$ cat config.mk
export PLATFORM = sky130hd
export DESIGN_NAME = channel3_calibration_regs
export DESIGN_NICKNAME = d
export VERILOG_FILES = /design/src/hw/ch3_cal_pkg.sv /design/src/hw/channel3_calibration_regs.sv
export VERILOG_INCLUDE_DIRS = /design/src /design/src/hw
export SDC_FILE = /design/constraint.sdc
export NUM_CORES = 1
export LEC_CHECK = 0
export ABC_AREA = 1
export BUFFER_PORTS_ARGS = -buffer_cell sky130_fd_sc_hd__buf_2
export CAP_MARGIN = 20
export CORE_MARGIN = 2
export CORE_UTILIZATION = 55
export CTS_CLUSTER_DIAMETER = 80
export CTS_CLUSTER_SIZE = 25
export DETAILED_ROUTE_END_ITERATION = 8
export HOLD_SLACK_MARGIN = 0.15
export PLACE_DENSITY = 0.79
export SLEW_MARGIN = 20
export SYNTH_ARGS = -nofsm -noshare
export SYNTH_HDL_FRONTEND = slang
export SYNTH_SLANG_ARGS = --single-unit
$ cat constraint.sdc
create_clock -name clk -period 2.3 [get_ports clk]
set_input_delay 0.46 -clock clk [delete_from_list [all_inputs] [get_ports clk]]
set_output_delay 0.46 -clock clk [all_outputs]
set_load 0.005 [all_outputs]
$ cat src/hw/ch3_cal_map.svh
// Register offsets, reset values and field positions of the calibration bank.
`ifndef CH3_CAL_MAP_SVH
`define CH3_CAL_MAP_SVH
`define ADDR_CH3_OFFSET_CAL_HIGH 6'h19
`define ADDR_CH3_OFFSET_CAL_LOW 6'h1A
`define ADDR_CH3_GAIN_CAL_HIGH 6'h1B
`define ADDR_CH3_GAIN_CAL_LOW 6'h1C
`define ADDR_REGISTER_MAP_CHECKSUM 6'h3E
`define ADDR_RESERVED_ZERO_WORD 6'h3F
`define RST_CH3_OFFSET_CAL_HIGH 16'h0000
`define RST_CH3_OFFSET_CAL_LOW 8'h00
`define RST_CH3_GAIN_CAL_HIGH 16'h8000
`define RST_CH3_GAIN_CAL_LOW 8'h00
`define RST_REGISTER_MAP_CHECKSUM 16'h0000
`define RST_RESERVED_ZERO_WORD 16'h0000
`define LOW_FIELD_MSB 15
`define LOW_FIELD_LSB 8
`define CHECKSUM_SEED 16'hFFFF
`endif

$ cat src/hw/ch3_cal_pkg.sv
// Types shared by the calibration register bank.
package ch3_cal_pkg;
  typedef struct packed {
    logic [15:0] offset_high;
    logic [7:0] offset_low;
    logic [15:0] gain_high;
    logic [7:0] gain_low;
    logic [15:0] reserved_word;
    logic [15:0] checksum;
    logic dirty;
    logic [15:0] rd_data;
    logic rd_valid;
  } bank_state_type;
endpackage

$ cat src/hw/channel3_calibration_regs.sv
// Channel-three offset and gain calibration register bank with checksum.
// Summary of operation
// RULE_01: Offset word bits 23:8 sit in one 16-bit read-write register, reset zero.
// RULE_02: At 1Ah offset bits 7:0 live in 15:8; lower byte reads zero.
// RULE_03: At 1Bh gain bits 23:8 are a read-write field resetting to 8000h.
// RULE_04: At 1Ch gain bits 7:0 live in 15:8, reset zero; lower byte zero.
// RULE_05: Read-only checksum at 3Eh resets to zero; host writes ignored.
// RULE_06: Host writes only zero to reserved word 3Fh; it resets to zero.
// RULE_07: Offset upper register sits at address 19h, reset zero.
// RULE_08: Checksum is recomputed after every change to a covered register.
`timescale 1ns/1ns
`include "ch3_cal_map.svh"
module channel3_calibration_regs
  import ch3_cal_pkg::*;
(
  input wire logic clk,
  input wire logic sys_rst,
  input wire logic reg_wr_en,
  input wire logic reg_rd_en,
  input wire logic [5:0] reg_addr,
  input wire logic [15:0] reg_wr_data,
  output logic [15:0] reg_rd_data,
  output logic reg_rd_valid,
  output logic [23:0] ch3_offset_corr,
  output logic [23:0] ch3_gain_corr
);
  bank_state_type state;
  bank_state_type next_state;

  // Simple rotate-xor fold over the covered words.
  function automatic logic [15:0] fold(input logic [15:0] acc,
                                       input logic [15:0] word);
    fold = {acc[14:0], acc[15]} ^ word;
  endfunction

  always_comb begin
    next_state = state;
    next_state.rd_valid = 1'b0;
    if (reg_wr_en) begin
      case (reg_addr)
        `ADDR_CH3_OFFSET_CAL_HIGH: begin
          next_state.offset_high = reg_wr_data; // see RULE_01 RULE_07
        end
        `ADDR_CH3_OFFSET_CAL_LOW: begin
          next_state.offset_low =
            reg_wr_data[`LOW_FIELD_MSB:`LOW_FIELD_LSB]; // see RULE_02
        end
        `ADDR_CH3_GAIN_CAL_HIGH: begin
          next_state.gain_high = reg_wr_data; // see RULE_03
        end
        `ADDR_CH3_GAIN_CAL_LOW: begin
          next_state.gain_low =
            reg_wr_data[`LOW_FIELD_MSB:`LOW_FIELD_LSB]; // see RULE_04
        end
        `ADDR_RESERVED_ZERO_WORD: begin
          next_state.reserved_word = reg_wr_data; // see RULE_06
        end
        default: begin
          next_state.dirty = state.dirty; // see RULE_05
        end
      endcase
      if (reg_addr != `ADDR_REGISTER_MAP_CHECKSUM) begin
        next_state.dirty = 1'b1;
      end
    end else if (state.dirty) begin
      next_state.checksum = fold(fold(fold(fold(fold(`CHECKSUM_SEED,
        state.offset_high), {state.offset_low, 8'h00}), state.gain_high),
        {state.gain_low, 8'h00}), state.reserved_word); // see RULE_08
      next_state.dirty = 1'b0;
    end
    if (reg_rd_en) begin
      next_state.rd_valid = 1'b1;
      case (reg_addr)
        `ADDR_CH3_OFFSET_CAL_HIGH: next_state.rd_data = state.offset_high;
        `ADDR_CH3_OFFSET_CAL_LOW: begin
          next_state.rd_data = {state.offset_low, 8'h00}; // see RULE_02
        end
        `ADDR_CH3_GAIN_CAL_HIGH: next_state.rd_data = state.gain_high;
        `ADDR_CH3_GAIN_CAL_LOW: begin
          next_state.rd_data = {state.gain_low, 8'h00}; // see RULE_04
        end
        `ADDR_REGISTER_MAP_CHECKSUM: begin
          next_state.rd_data = state.checksum; // see RULE_05
        end
        `ADDR_RESERVED_ZERO_WORD: next_state.rd_data = state.reserved_word;
        default: next_state.rd_data = 16'h0000;
      endcase
    end
  end

  always_ff @(posedge clk) begin
    if (sys_rst) begin
      state.offset_high <= `RST_CH3_OFFSET_CAL_HIGH;
      state.offset_low <= `RST_CH3_OFFSET_CAL_LOW;
      state.gain_high <= `RST_CH3_GAIN_CAL_HIGH;
      state.gain_low <= `RST_CH3_GAIN_CAL_LOW;
      state.reserved_word <= `RST_RESERVED_ZERO_WORD;
      state.checksum <= `RST_REGISTER_MAP_CHECKSUM;
      state.dirty <= 1'b0;
      state.rd_data <= 16'h0000;
      state.rd_valid <= 1'b0;
    end else begin
      state <= next_state;
    end
  end

  assign reg_rd_data = state.rd_data;
  assign reg_rd_valid = state.rd_valid;
  assign ch3_offset_corr = {state.offset_high, state.offset_low};
  assign ch3_gain_corr = {state.gain_high, state.gain_low};

  chk_offset_high_write: assert property (@(posedge clk) // see RULE_07
    disable iff (sys_rst)
    reg_wr_en && reg_addr == `ADDR_CH3_OFFSET_CAL_HIGH |=>
    ch3_offset_corr[23:8] == $past(reg_wr_data))
    else $error("offset upper word not stored");

  chk_offset_low_write: assert property (@(posedge clk) // see RULE_02
    disable iff (sys_rst)
    reg_wr_en && reg_addr == `ADDR_CH3_OFFSET_CAL_LOW |=>
    ch3_offset_corr[7:0] ==
    $past(reg_wr_data[`LOW_FIELD_MSB:`LOW_FIELD_LSB]))
    else $error("offset lower byte not stored");

  chk_gain_high_write: assert property (@(posedge clk) // see RULE_03
    disable iff (sys_rst)
    reg_wr_en && reg_addr == `ADDR_CH3_GAIN_CAL_HIGH |=>
    ch3_gain_corr[23:8] == $past(reg_wr_data))
    else $error("gain upper word not stored");

  chk_gain_low_write: assert property (@(posedge clk) // see RULE_04
    disable iff (sys_rst)
    reg_wr_en && reg_addr == `ADDR_CH3_GAIN_CAL_LOW |=>
    ch3_gain_corr[7:0] ==
    $past(reg_wr_data[`LOW_FIELD_MSB:`LOW_FIELD_LSB]))
    else $error("gain lower byte not stored");

  chk_offset_high_read: assert property (@(posedge clk) // see RULE_01
    disable iff (sys_rst)
    reg_rd_en && reg_addr == `ADDR_CH3_OFFSET_CAL_HIGH |=>
    reg_rd_data == $past(ch3_offset_corr[23:8]))
    else $error("offset upper read wrong");

  chk_offset_low_read: assert property (@(posedge clk) // see RULE_02
    disable iff (sys_rst)
    reg_rd_en && reg_addr == `ADDR_CH3_OFFSET_CAL_LOW |=>
    reg_rd_data == {$past(ch3_offset_corr[7:0]), 8'h00})
    else $error("offset lower read wrong");

  chk_gain_high_read: assert property (@(posedge clk) // see RULE_03
    disable iff (sys_rst)
    reg_rd_en && reg_addr == `ADDR_CH3_GAIN_CAL_HIGH |=>
    reg_rd_data == $past(ch3_gain_corr[23:8]))
    else $error("gain upper read wrong");

  chk_gain_low_read: assert property (@(posedge clk) // see RULE_04
    disable iff (sys_rst)
    reg_rd_en && reg_addr == `ADDR_CH3_GAIN_CAL_LOW |=>
    reg_rd_data == {$past(ch3_gain_corr[7:0]), 8'h00})
    else $error("gain lower read wrong");

  chk_checksum_read: assert property (@(posedge clk) // see RULE_05
    disable iff (sys_rst)
    reg_rd_en && reg_addr == `ADDR_REGISTER_MAP_CHECKSUM |=>
    reg_rd_data == $past(state.checksum))
    else $error("checksum read wrong");

  chk_reserved_read: assert property (@(posedge clk) // see RULE_06
    disable iff (sys_rst)
    reg_rd_en && reg_addr == `ADDR_RESERVED_ZERO_WORD |=>
    reg_rd_data == $past(state.reserved_word))
    else $error("reserved word read wrong");

  chk_offset_reset_value: assert property (@(posedge clk) // see RULE_01
    sys_rst |=> ch3_offset_corr ==
    {`RST_CH3_OFFSET_CAL_HIGH, `RST_CH3_OFFSET_CAL_LOW})
    else $error("offset reset value wrong");

  chk_gain_reset_value: assert property (@(posedge clk) // see RULE_03
    sys_rst |=> ch3_gain_corr ==
    {`RST_CH3_GAIN_CAL_HIGH, `RST_CH3_GAIN_CAL_LOW})
    else $error("gain reset value wrong");

  chk_checksum_reset_value: assert property (@(posedge clk) // see RULE_05
    sys_rst |=> state.checksum == `RST_REGISTER_MAP_CHECKSUM)
    else $error("checksum reset value wrong");

  chk_reserved_reset_value: assert property (@(posedge clk) // see RULE_06
    sys_rst |=> state.reserved_word == `RST_RESERVED_ZERO_WORD)
    else $error("reserved word reset value wrong");

  chk_checksum_write_ignored: assert property (@(posedge clk) // see RULE_05
    disable iff (sys_rst)
    reg_wr_en && reg_addr == `ADDR_REGISTER_MAP_CHECKSUM && !state.dirty
    |=> $stable(state.checksum))
    else $error("checksum changed by host write");

  chk_checksum_refresh: assert property (@(posedge clk) // see RULE_08
    disable iff (sys_rst)
    reg_wr_en && reg_addr == `ADDR_CH3_GAIN_CAL_HIGH |=>
    state.dirty ##1 (!state.dirty || $past(reg_wr_en)))
    else $error("checksum not refreshed");

  chk_checksum_hold: assert property (@(posedge clk) // see RULE_08
    disable iff (sys_rst)
    !state.dirty |=> $stable(state.checksum))
    else $error("checksum changed with nothing pending");

  chk_offset_high_hold: assert property (@(posedge clk) // see RULE_01
    disable iff (sys_rst)
    !(reg_wr_en && reg_addr == `ADDR_CH3_OFFSET_CAL_HIGH) |=>
    $stable(ch3_offset_corr[23:8]))
    else $error("offset upper word changed without write");

  chk_offset_low_hold: assert property (@(posedge clk) // see RULE_02
    disable iff (sys_rst)
    !(reg_wr_en && reg_addr == `ADDR_CH3_OFFSET_CAL_LOW) |=>
    $stable(ch3_offset_corr[7:0]))
    else $error("offset lower byte changed without write");

  chk_gain_high_hold: assert property (@(posedge clk) // see RULE_03
    disable iff (sys_rst)
    !(reg_wr_en && reg_addr == `ADDR_CH3_GAIN_CAL_HIGH) |=>
    $stable(ch3_gain_corr[23:8]))
    else $error("gain upper word changed without write");

  chk_gain_low_hold: assert property (@(posedge clk) // see RULE_04
    disable iff (sys_rst)
    !(reg_wr_en && reg_addr == `ADDR_CH3_GAIN_CAL_LOW) |=>
    $stable(ch3_gain_corr[7:0]))
    else $error("gain lower byte changed without write");

  chk_read_latency: assert property (@(posedge clk) // see RULE_01
    disable iff (sys_rst)
    reg_rd_en |=> reg_rd_valid ##1 (reg_rd_valid == $past(reg_rd_en)))
    else $error("read strobe timing wrong");

  chk_read_data_hold: assert property (@(posedge clk) // see RULE_01
    disable iff (sys_rst)
    !reg_rd_en |=> $stable(reg_rd_data))
    else $error("read data changed without read");
endmodule

== After elaboration in Yosys (flattened, before gate mapping) ==
Index checks and enable logic that the tools add are counted.
Word-level totals
  flip-flop bits (word level): 98
  input bits: 26
  output and inout port bits: 65
  logic and storage cells: 33
Operators by class
  eq/ne operators: 8
  reductions and logical operators: 6
  bitwise gates (word level): 6
  mux-type cells: 4
Operators by type and width (count)
  16-bit one-hot mux with 6 select lines: 1
  16-bit XOR: 4
  6-bit by 5-bit equality test with 1-bit output (second input constant): 4
  16-bit inverter: 1
  6-bit equality test (second input constant): 2
  2-bit AND reduction: 6
  6-bit inequality test (second input constant): 1
  1-bit 2-to-1 mux: 3
  2-bit by 1-bit inequality test with 1-bit output (second input constant): 1
  1-bit inverter: 1

== Depth between registers and ports, before layout ==
Gate-level depths: netlist of the first run.
  word-level depth: 5
  mapped depth: 8
  gate-level depth less buffers: 8

== Least setup slack after synthesis of the first run ==
Ideal clock, no wire load.
  path type: input port to flip-flop
  from: input port reg_addr[5]
  to: register state, in the netlist ch3_offset_corr[5]
  cell stages on the path: 7
  path buffers: 1
  slack: 0.886 ns
  library setup time: 0.119 ns
  arrival: 1.294 ns
  data required time: 2.181 ns
  cells stage by stage: inv_1 -> nand2_2 -> nor2_4 -> nand3_1 -> buf_2 -> o21ai_0 -> a21oi_1
On the way
  longest elaborated chain between the ends: 2
RTL lines
  start, declared: line channel3_calibration_regs.sv:20  | input wire logic [5:0] reg_addr,
  6-bit by 5-bit equality test with 1-bit output: line channel3_calibration_regs.sv:40  | case (reg_addr)
  2-bit AND reduction (no line)
  end signal, assigned: line channel3_calibration_regs.sv:103  | state <= next_state;
  end, declared: line channel3_calibration_regs.sv:27  | bank_state_type state;
No other way between the ends.
A chain may end at the register's enable or synchronous reset.

== Worst setup path after layout of the first run ==
  from: input port reg_addr[5]
  to: register state, in the netlist ch3_gain_corr[5]
The elaborated chain is that of the path after synthesis.

==> results of run 1 <==
==> worst paths after layout <==
| path | startpoint | end | slack, ns | depth (start not counted) |
|---|---|---|---|---|
| worst min register to register | reg_rd_data[4] | reg_rd_data[4] | 0.47 | 2 |
| worst min-delay path | reg_wr_data[1] | state[35] | 0.35 | 3 |
| worst max-delay path | reg_addr[5] | ch3_gain_corr[5] | 0.70 | 8 |
| worst max register to register | state[17] | state[22] | 0.92 | 5 |
==> synth_stat cells, drive strengths merged <==
cell type and number:
o21ai 93, clkbuf 17, xnor2 29, nand3b 1, o21bai 8, a21o 3, nor2 30, nand3 79
or2 5, nand2 76, xor2 11, dfxtp 98, buf 80, a21oi 91, inv 84, nand2b 5
o211ai 2
==> power by group through the flow <==
| stage | clock [mW] | sequential, mW | combinational (mW) |
|---|---|---|---|
| floorplan | 0 | 1.78 | 0.161 |
| detailed placement | 0 | 1.79 | 0.250 |
| global route | 1.21 | 1.75 | 0.281 |
| CTS | 1.13 | 1.75 | 0.252 |
| finish | 1.13 | 1.75 | 0.256 |
| global placement | 0 | 1.79 | 0.244 |
==> cell usage in the layout, fill, tap and decap left out <==
cell        instances
a21o_1              3
a21oi_1            91
buf_12              3
buf_2              90
buf_4              15
bufinv_16           1
clkbuf_1            1
clkbuf_8            9
clkinv_2            1
clkinv_4            2
clkinvlp_4          2
dfxtp_1            98
inv_1              82
inv_2               2
nand2_1            72
nand2_2             4
nand2b_1            5
nand3_1            79
nand3b_1            1
nor2_1             23
nor2_2              4
nor2_4              3
o211ai_1            2
o21ai_0            93
o21bai_1            8
or2_2               5
xnor2_1            29
xor2_1             11
==> flip-flops by register name, indices dropped and copies added (netlist names) <==
name / cells
reg_rd_data: 16
reg_rd_valid: 1
state: 33
ch3_gain_corr: 24
ch3_offset_corr: 24
==> metal layers <==
metal	wire length, um	global-route usage (%)	vias up
li1	-	-	2297
met3	1030	4.37	31
met5	0	0	-
met2	6600	45.5	216
met1	6030	37.6	2263
met4	345	12.1	0
==> final cells by class <==
class | count | area, sq um
Fill cell | 884 | 3690
Clock buffer | 10 | 128
Inverter | 84 | 315
Multi-Input combinational cell | 433 | 2270
Clock inverter | 6 | 67.6
Timing Repair Buffer | 108 | 623
Sequential cell | 98 | 1960
Tap cell | 111 | 139
==> worst max-delay path: cells and delay by family <==
| kind | cells | cell delay (ns) |
|---|---|---|
| simple gates | 4 | 0.97 |
| compound gates | 2 | 0.29 |
| buf+inv | 2 | 0.18 |
==> logic make-up (layout without fill, tap and decap cells) <==
| logic type | after synthesis | in the layout | share of synthesized area, % |
|---|---|---|---|
| compound gates | 197 | 197 | 19.6 |
| xor+xnor | 40 | 40 | 6.75 |
| flops | 98 | 98 | 37.8 |
| simple gates | 196 | 196 | 17.5 |
| buf+inv | 181 | 208 | 18.3 |
==> stage by stage <==
step | hold WS, ns | util (%)
after detailed placement | 0.452 | 57.8
after global routing | 0.370 | 59.9
after floorplan | 0.446 | -
final | 0.355 | 59.9
after global placement | 0.453 | 57.8
after CTS | 0.355 | 59.9
==> results.cfg, run 1 <==
[worst_setup_path]
arrival_ns = 1.90
cp.required_ns = 2.60
critPathMaxFanout = 16
path_cells = buf_2 -> inv_1 -> nand2_2 -> nor2_2 -> nand2_2 -> nor2_4 -> o21ai_0 -> a21oi_1
cp-end-kind = flip-flop
crit_type = primary input to flip-flop
slowest_delay_ns = 0.42
cpMostUsedCell = nand2_2
startpoint_type = primary input
slowest_stage = nor2_2

[power]
p_clk_share_pct = 36.1
pwr-share-seq_pct = 55.8
vdd_drop_max_v = 0.000417
power_switching_uw = 814
p_total_mw = 3.13
power_frac_comb_pct = 8.2
p_leak_nw = 2.45
swShare_pct = 26.0
p_per_area_nw_per_um2 = 569
p_int_mw = 2.32

[clocking]
cts_root_buf = clkbuf_8
numClockSinks = 98
clk-insertion-delay-late_ns = 0.36
cts_tree = built
cts_setup_buffers = 0
cts_hold_buf = 0
clk_path_buf_depth = 2
clk_pin_slew_ns = 0.10
cts_resized = 0
htreeDepth = 3
numCtsBuffers = 9

[synthesis]
ys_seq_area_share_pct = 37.8
syn_nets = 738
yosys-top-cells-area = dfxtp_1 (38%), buf_4 (9.6%), o21ai_0 (9.0%), a21oi_1 (8.8%), nand3_1 (7.6%)
ys_ff_latch = 98
syn_area_per_cell_sq_um = 7.29
yosysWarnings = 0
ys_types = 23
synthCells = 712
synth_top_cell_by_area = dfxtp_1
synth_top_area_share_pct = 37.8
syn-cell-area_sq_um = 5190

[finish]
nNetsFinal = 760
final_design_area_no_fill_sq_um = 5510
syn_to_final_growth_pct = 6.20
antennaDiodeCount = 0
drive_above_1_share_pct = 19.1
fin_cells = 850

[timing]
max_slew_margin_pct = 62.4
hold_viol_final = 0
period_needed_ns = 1.60
fin_worst_skew_ns = 0.00962
setup_ws_ns = 0.696
report.final.slew_viol_count = 0
fin_crit_sh_pct = 69.7
worst_slew_pin_slew_ns = 0.564
tns_ns = 0
rsz0062_at_grt = false
fmax_ghz = 0.624
setup_viol = 0

[global_routing]
grt_max_degree = 60
grt_overflow = 0
track_usage_pct = 28.2
antenna_found_initial = 0
grt_pass1_vias = 4532
grt_pass1_wl_um = 22500

[placement]
dp_worst_setup_slack_ns = 0.358
dpl_cell_area_sq_um = 5310
place_congestion = 0.874
dp_hpwl_um = 9740
port_buffers = 90
dp_cells = 834

[detailed_routing]
drt_iter0_drc = 278
detail_route.wl_per_cell_um = 16.5
drt_drc_violations_left = 0
routed_via_density = 5.66
num_vias = 4807
drt_wl_total_um = 14000
dr.pass1.iters = 5
ant_nets = 0

[floorplan]
core-area_sq_um = 9200
die-height_um = 101
rows = 35
die_x_um = 101
pin_count = 91
start_util_pct = 56.4
dieArea_sq_um = 10200

[run_status]
status = complete, no violations

[job]
drv_cap = 0

[min_path]
hold_path_class = primary input to flip-flop
Note: power is estimated with default switching activity, not from simulation.
==> run 2: changes to the inputs <==
--- a/config.mk
+++ b/config.mk
@@ -10,12 +10,12 @@
 export BUFFER_PORTS_ARGS = -buffer_cell sky130_fd_sc_hd__buf_2
 export CAP_MARGIN = 20
 export CORE_MARGIN = 2
-export CORE_UTILIZATION = 55
+export CORE_UTILIZATION = 51
 export CTS_CLUSTER_DIAMETER = 80
 export CTS_CLUSTER_SIZE = 25
 export DETAILED_ROUTE_END_ITERATION = 8
 export HOLD_SLACK_MARGIN = 0.15
-export PLACE_DENSITY = 0.79
+export PLACE_DENSITY = 0.77
 export SLEW_MARGIN = 20
 export SYNTH_ARGS = -nofsm -noshare
 export SYNTH_HDL_FRONTEND = slang
==> constraint.sdc (replaced) <==
create_clock -name clk -period 1.35 [get_ports clk]
set_input_delay 0.27 -clock clk [delete_from_list [all_inputs] [get_ports clk]]
set_output_delay 0.27 -clock clk [all_outputs]
set_load 0.005 [all_outputs]
==> results.cfg, run 2 (same netlist as run 1, synthesis figures left out) <==
[run_status]
status = complete, no violations

[timing]
hold_viol_final = 0
fmax_ghz = 0.786
setup_ws_ns = 0.0782
max_slew_margin_pct = 77.4
tns_ns = 0
fin_crit_sh_pct = 94.2
setup_viol = 0
period_needed_ns = 1.27
report.final.slew_viol_count = 0
rsz0062_at_grt = false
hold_ws_ns = 0.186
worst_slew_pin_slew_ns = 0.339
fin_worst_skew_ns = 0.00815

[floorplan]
pin_count = 91
dieArea_sq_um = 11000
start_util_pct = 52.8
rows = 36
die_x_um = 105
core-area_sq_um = 9820
die-height_um = 105

[clocking]
numCtsBuffers = 9
htreeDepth = 3
cts_root_buf = clkbuf_8
cts_hold_buf = 0
cts_tree = built
cts_setup_buffers = 0
clk_path_buf_depth = 2
numClockSinks = 98
clk-insertion-delay-late_ns = 0.36
cts_resized = 0
clk_pin_slew_ns = 0.10

[power]
p_leak_nw = 2.59
p_clk_share_pct = 35.6
vdd_drop_max_v = 0.000562
power_frac_comb_pct = 8.9
p_int_mw = 4.02
power_switching_mw = 1.35
pwr-share-seq_pct = 55.5
p_per_area_nw_per_um2 = 931
swShare_pct = 25.1

[finish]
final_design_area_no_fill_sq_um = 5770
largest_register = state
nNetsFinal = 785
largest_reg_flops = 33
fin_cells = 896
mostFrequentLayoutCells = dfxtp_1 (98), o21ai_0 (93), a21oi_1 (91)
drive_above_1_share_pct = 21.9
layout_commonest_cell = dfxtp_1
antennaDiodeCount = 0
n_fill_cell = 962
syn_to_final_growth_pct = 11.3

[detailed_routing]
dr.pass1.iters = 5
detail_route.wl_per_cell_um = 15.9
ant_nets = 0
drt_iter0_drc = 305
num_vias = 4873
routed_via_density = 5.44
drt_drc_violations_left = 0
drt_wl_total_um = 14300

[worst_setup_path]
critPathMaxFanout = 5
cp-end-kind = output pin
slowest_stage = dfxtp_1
path_cells = buf_2
critPathBufInv = 1
slowest_delay_ns = 0.47
rrSetupSlack_ns = 0.12
worst-r2r-cell-count = 6
cp.required_ns = 1.08
arrival_ns = 1.00
crit_family = flip-flops
startpoint_type = flip-flop
worstReg2RegEnd = state[33]
r2r_start = ch3_offset_corr[19]
startpoint = ch3_offset_corr[19]
crit_type = flip-flop to output pin

[placement]
port_buffers = 90
dp_hpwl_um = 10300
place_congestion = 0.899
dp_worst_setup_slack_ns = -0.0798
dp_cells = 881
dpl_cell_area_sq_um = 5580

[global_routing]
grt_pass1_wl_um = 22600
grt_overflow = 0
grt_max_degree = 45
track_usage_pct = 25.7
grt_pass1_vias = 4641
antenna_found_initial = 0

[min_path]
hold_path_class = primary input to flip-flop
whs_path_depth = 3
worstHoldStart = reg_wr_data[3]
whs_endpoint = state[37]

[job]
drv_cap = 0
-- run 2: changes by cell type in the layout (fill, tap and decap cells not counted) --
cell      before  now
nor2_2         4    5
clkbuf_1       1    0
buf_12         3    7
clkbuf_8       9   10
clkinv_2       1    2
buf_4         15   36
nor2_1        23   22
clkinv_4       2    0
-- run 2: cell type report --
| class | count | area [sq um] | area share (%) |
|---|---|---|---|
| multi-input combinational | 433 | 2280 | 39.4 |
| sequential | 98 | 1960 | 34.0 |
| clock inverter | 5 | 55.1 | 0.953 |
| timing repair buffer | 133 | 861 | 14.9 |
| clock buffer | 10 | 138 | 2.38 |
| tap | 133 | 166 | 2.88 |
| inverter | 84 | 315 | 5.46 |
-- run 2: power groups by stage --
stage	clock, mW	combinational (mW)	sequential [mW]
2_1_floorplan	0	0.274	3.04
3_3_place_gp	0	0.457	3.05
3_5_place_dp	0	0.469	3.05
4_1_cts	1.92	0.472	2.98
5_1_grt	2.05	0.525	2.99
6_report	1.91	0.478	2.98
-- run 2: through the flow --
| step | util (%) | power, mW |
|---|---|---|
| floorplan | - | 3.31 |
| detailed placement | 56.8 | 3.52 |
| finish | 58.8 | 5.37 |
| CTS | 58.8 | 5.37 |
| global placement | 56.8 | 3.50 |
| global route | 58.8 | 5.57 |
-- run 2: worst max-delay path by stage --
stage	depth (start not counted)	end
3_5_place_dp	8	reg_rd_data[12]
5_1_grt	5	state[22]
4_1_cts	6	state[28]
6_report	1	ch3_offset_corr[19]
3_3_place_gp	5	state[22]
2_1_floorplan	7	ch3_offset_corr[5]
-- run 2: layer usage --
| metal | share of wire [%] | wire [um] | track usage, % | vias to the layer above |
|---|---|---|---|---|
| met3 | 7.4 | 1060 | 4.18 | 27 |
| li1 | - | - | - | 2353 |
| met5 | 0 | 0 | 0 | - |
| met4 | 2.2 | 308 | 10.6 | 0 |
| met2 | 49 | 6950 | 43.5 | 213 |
| met1 | 42 | 5930 | 32.6 | 2280 |
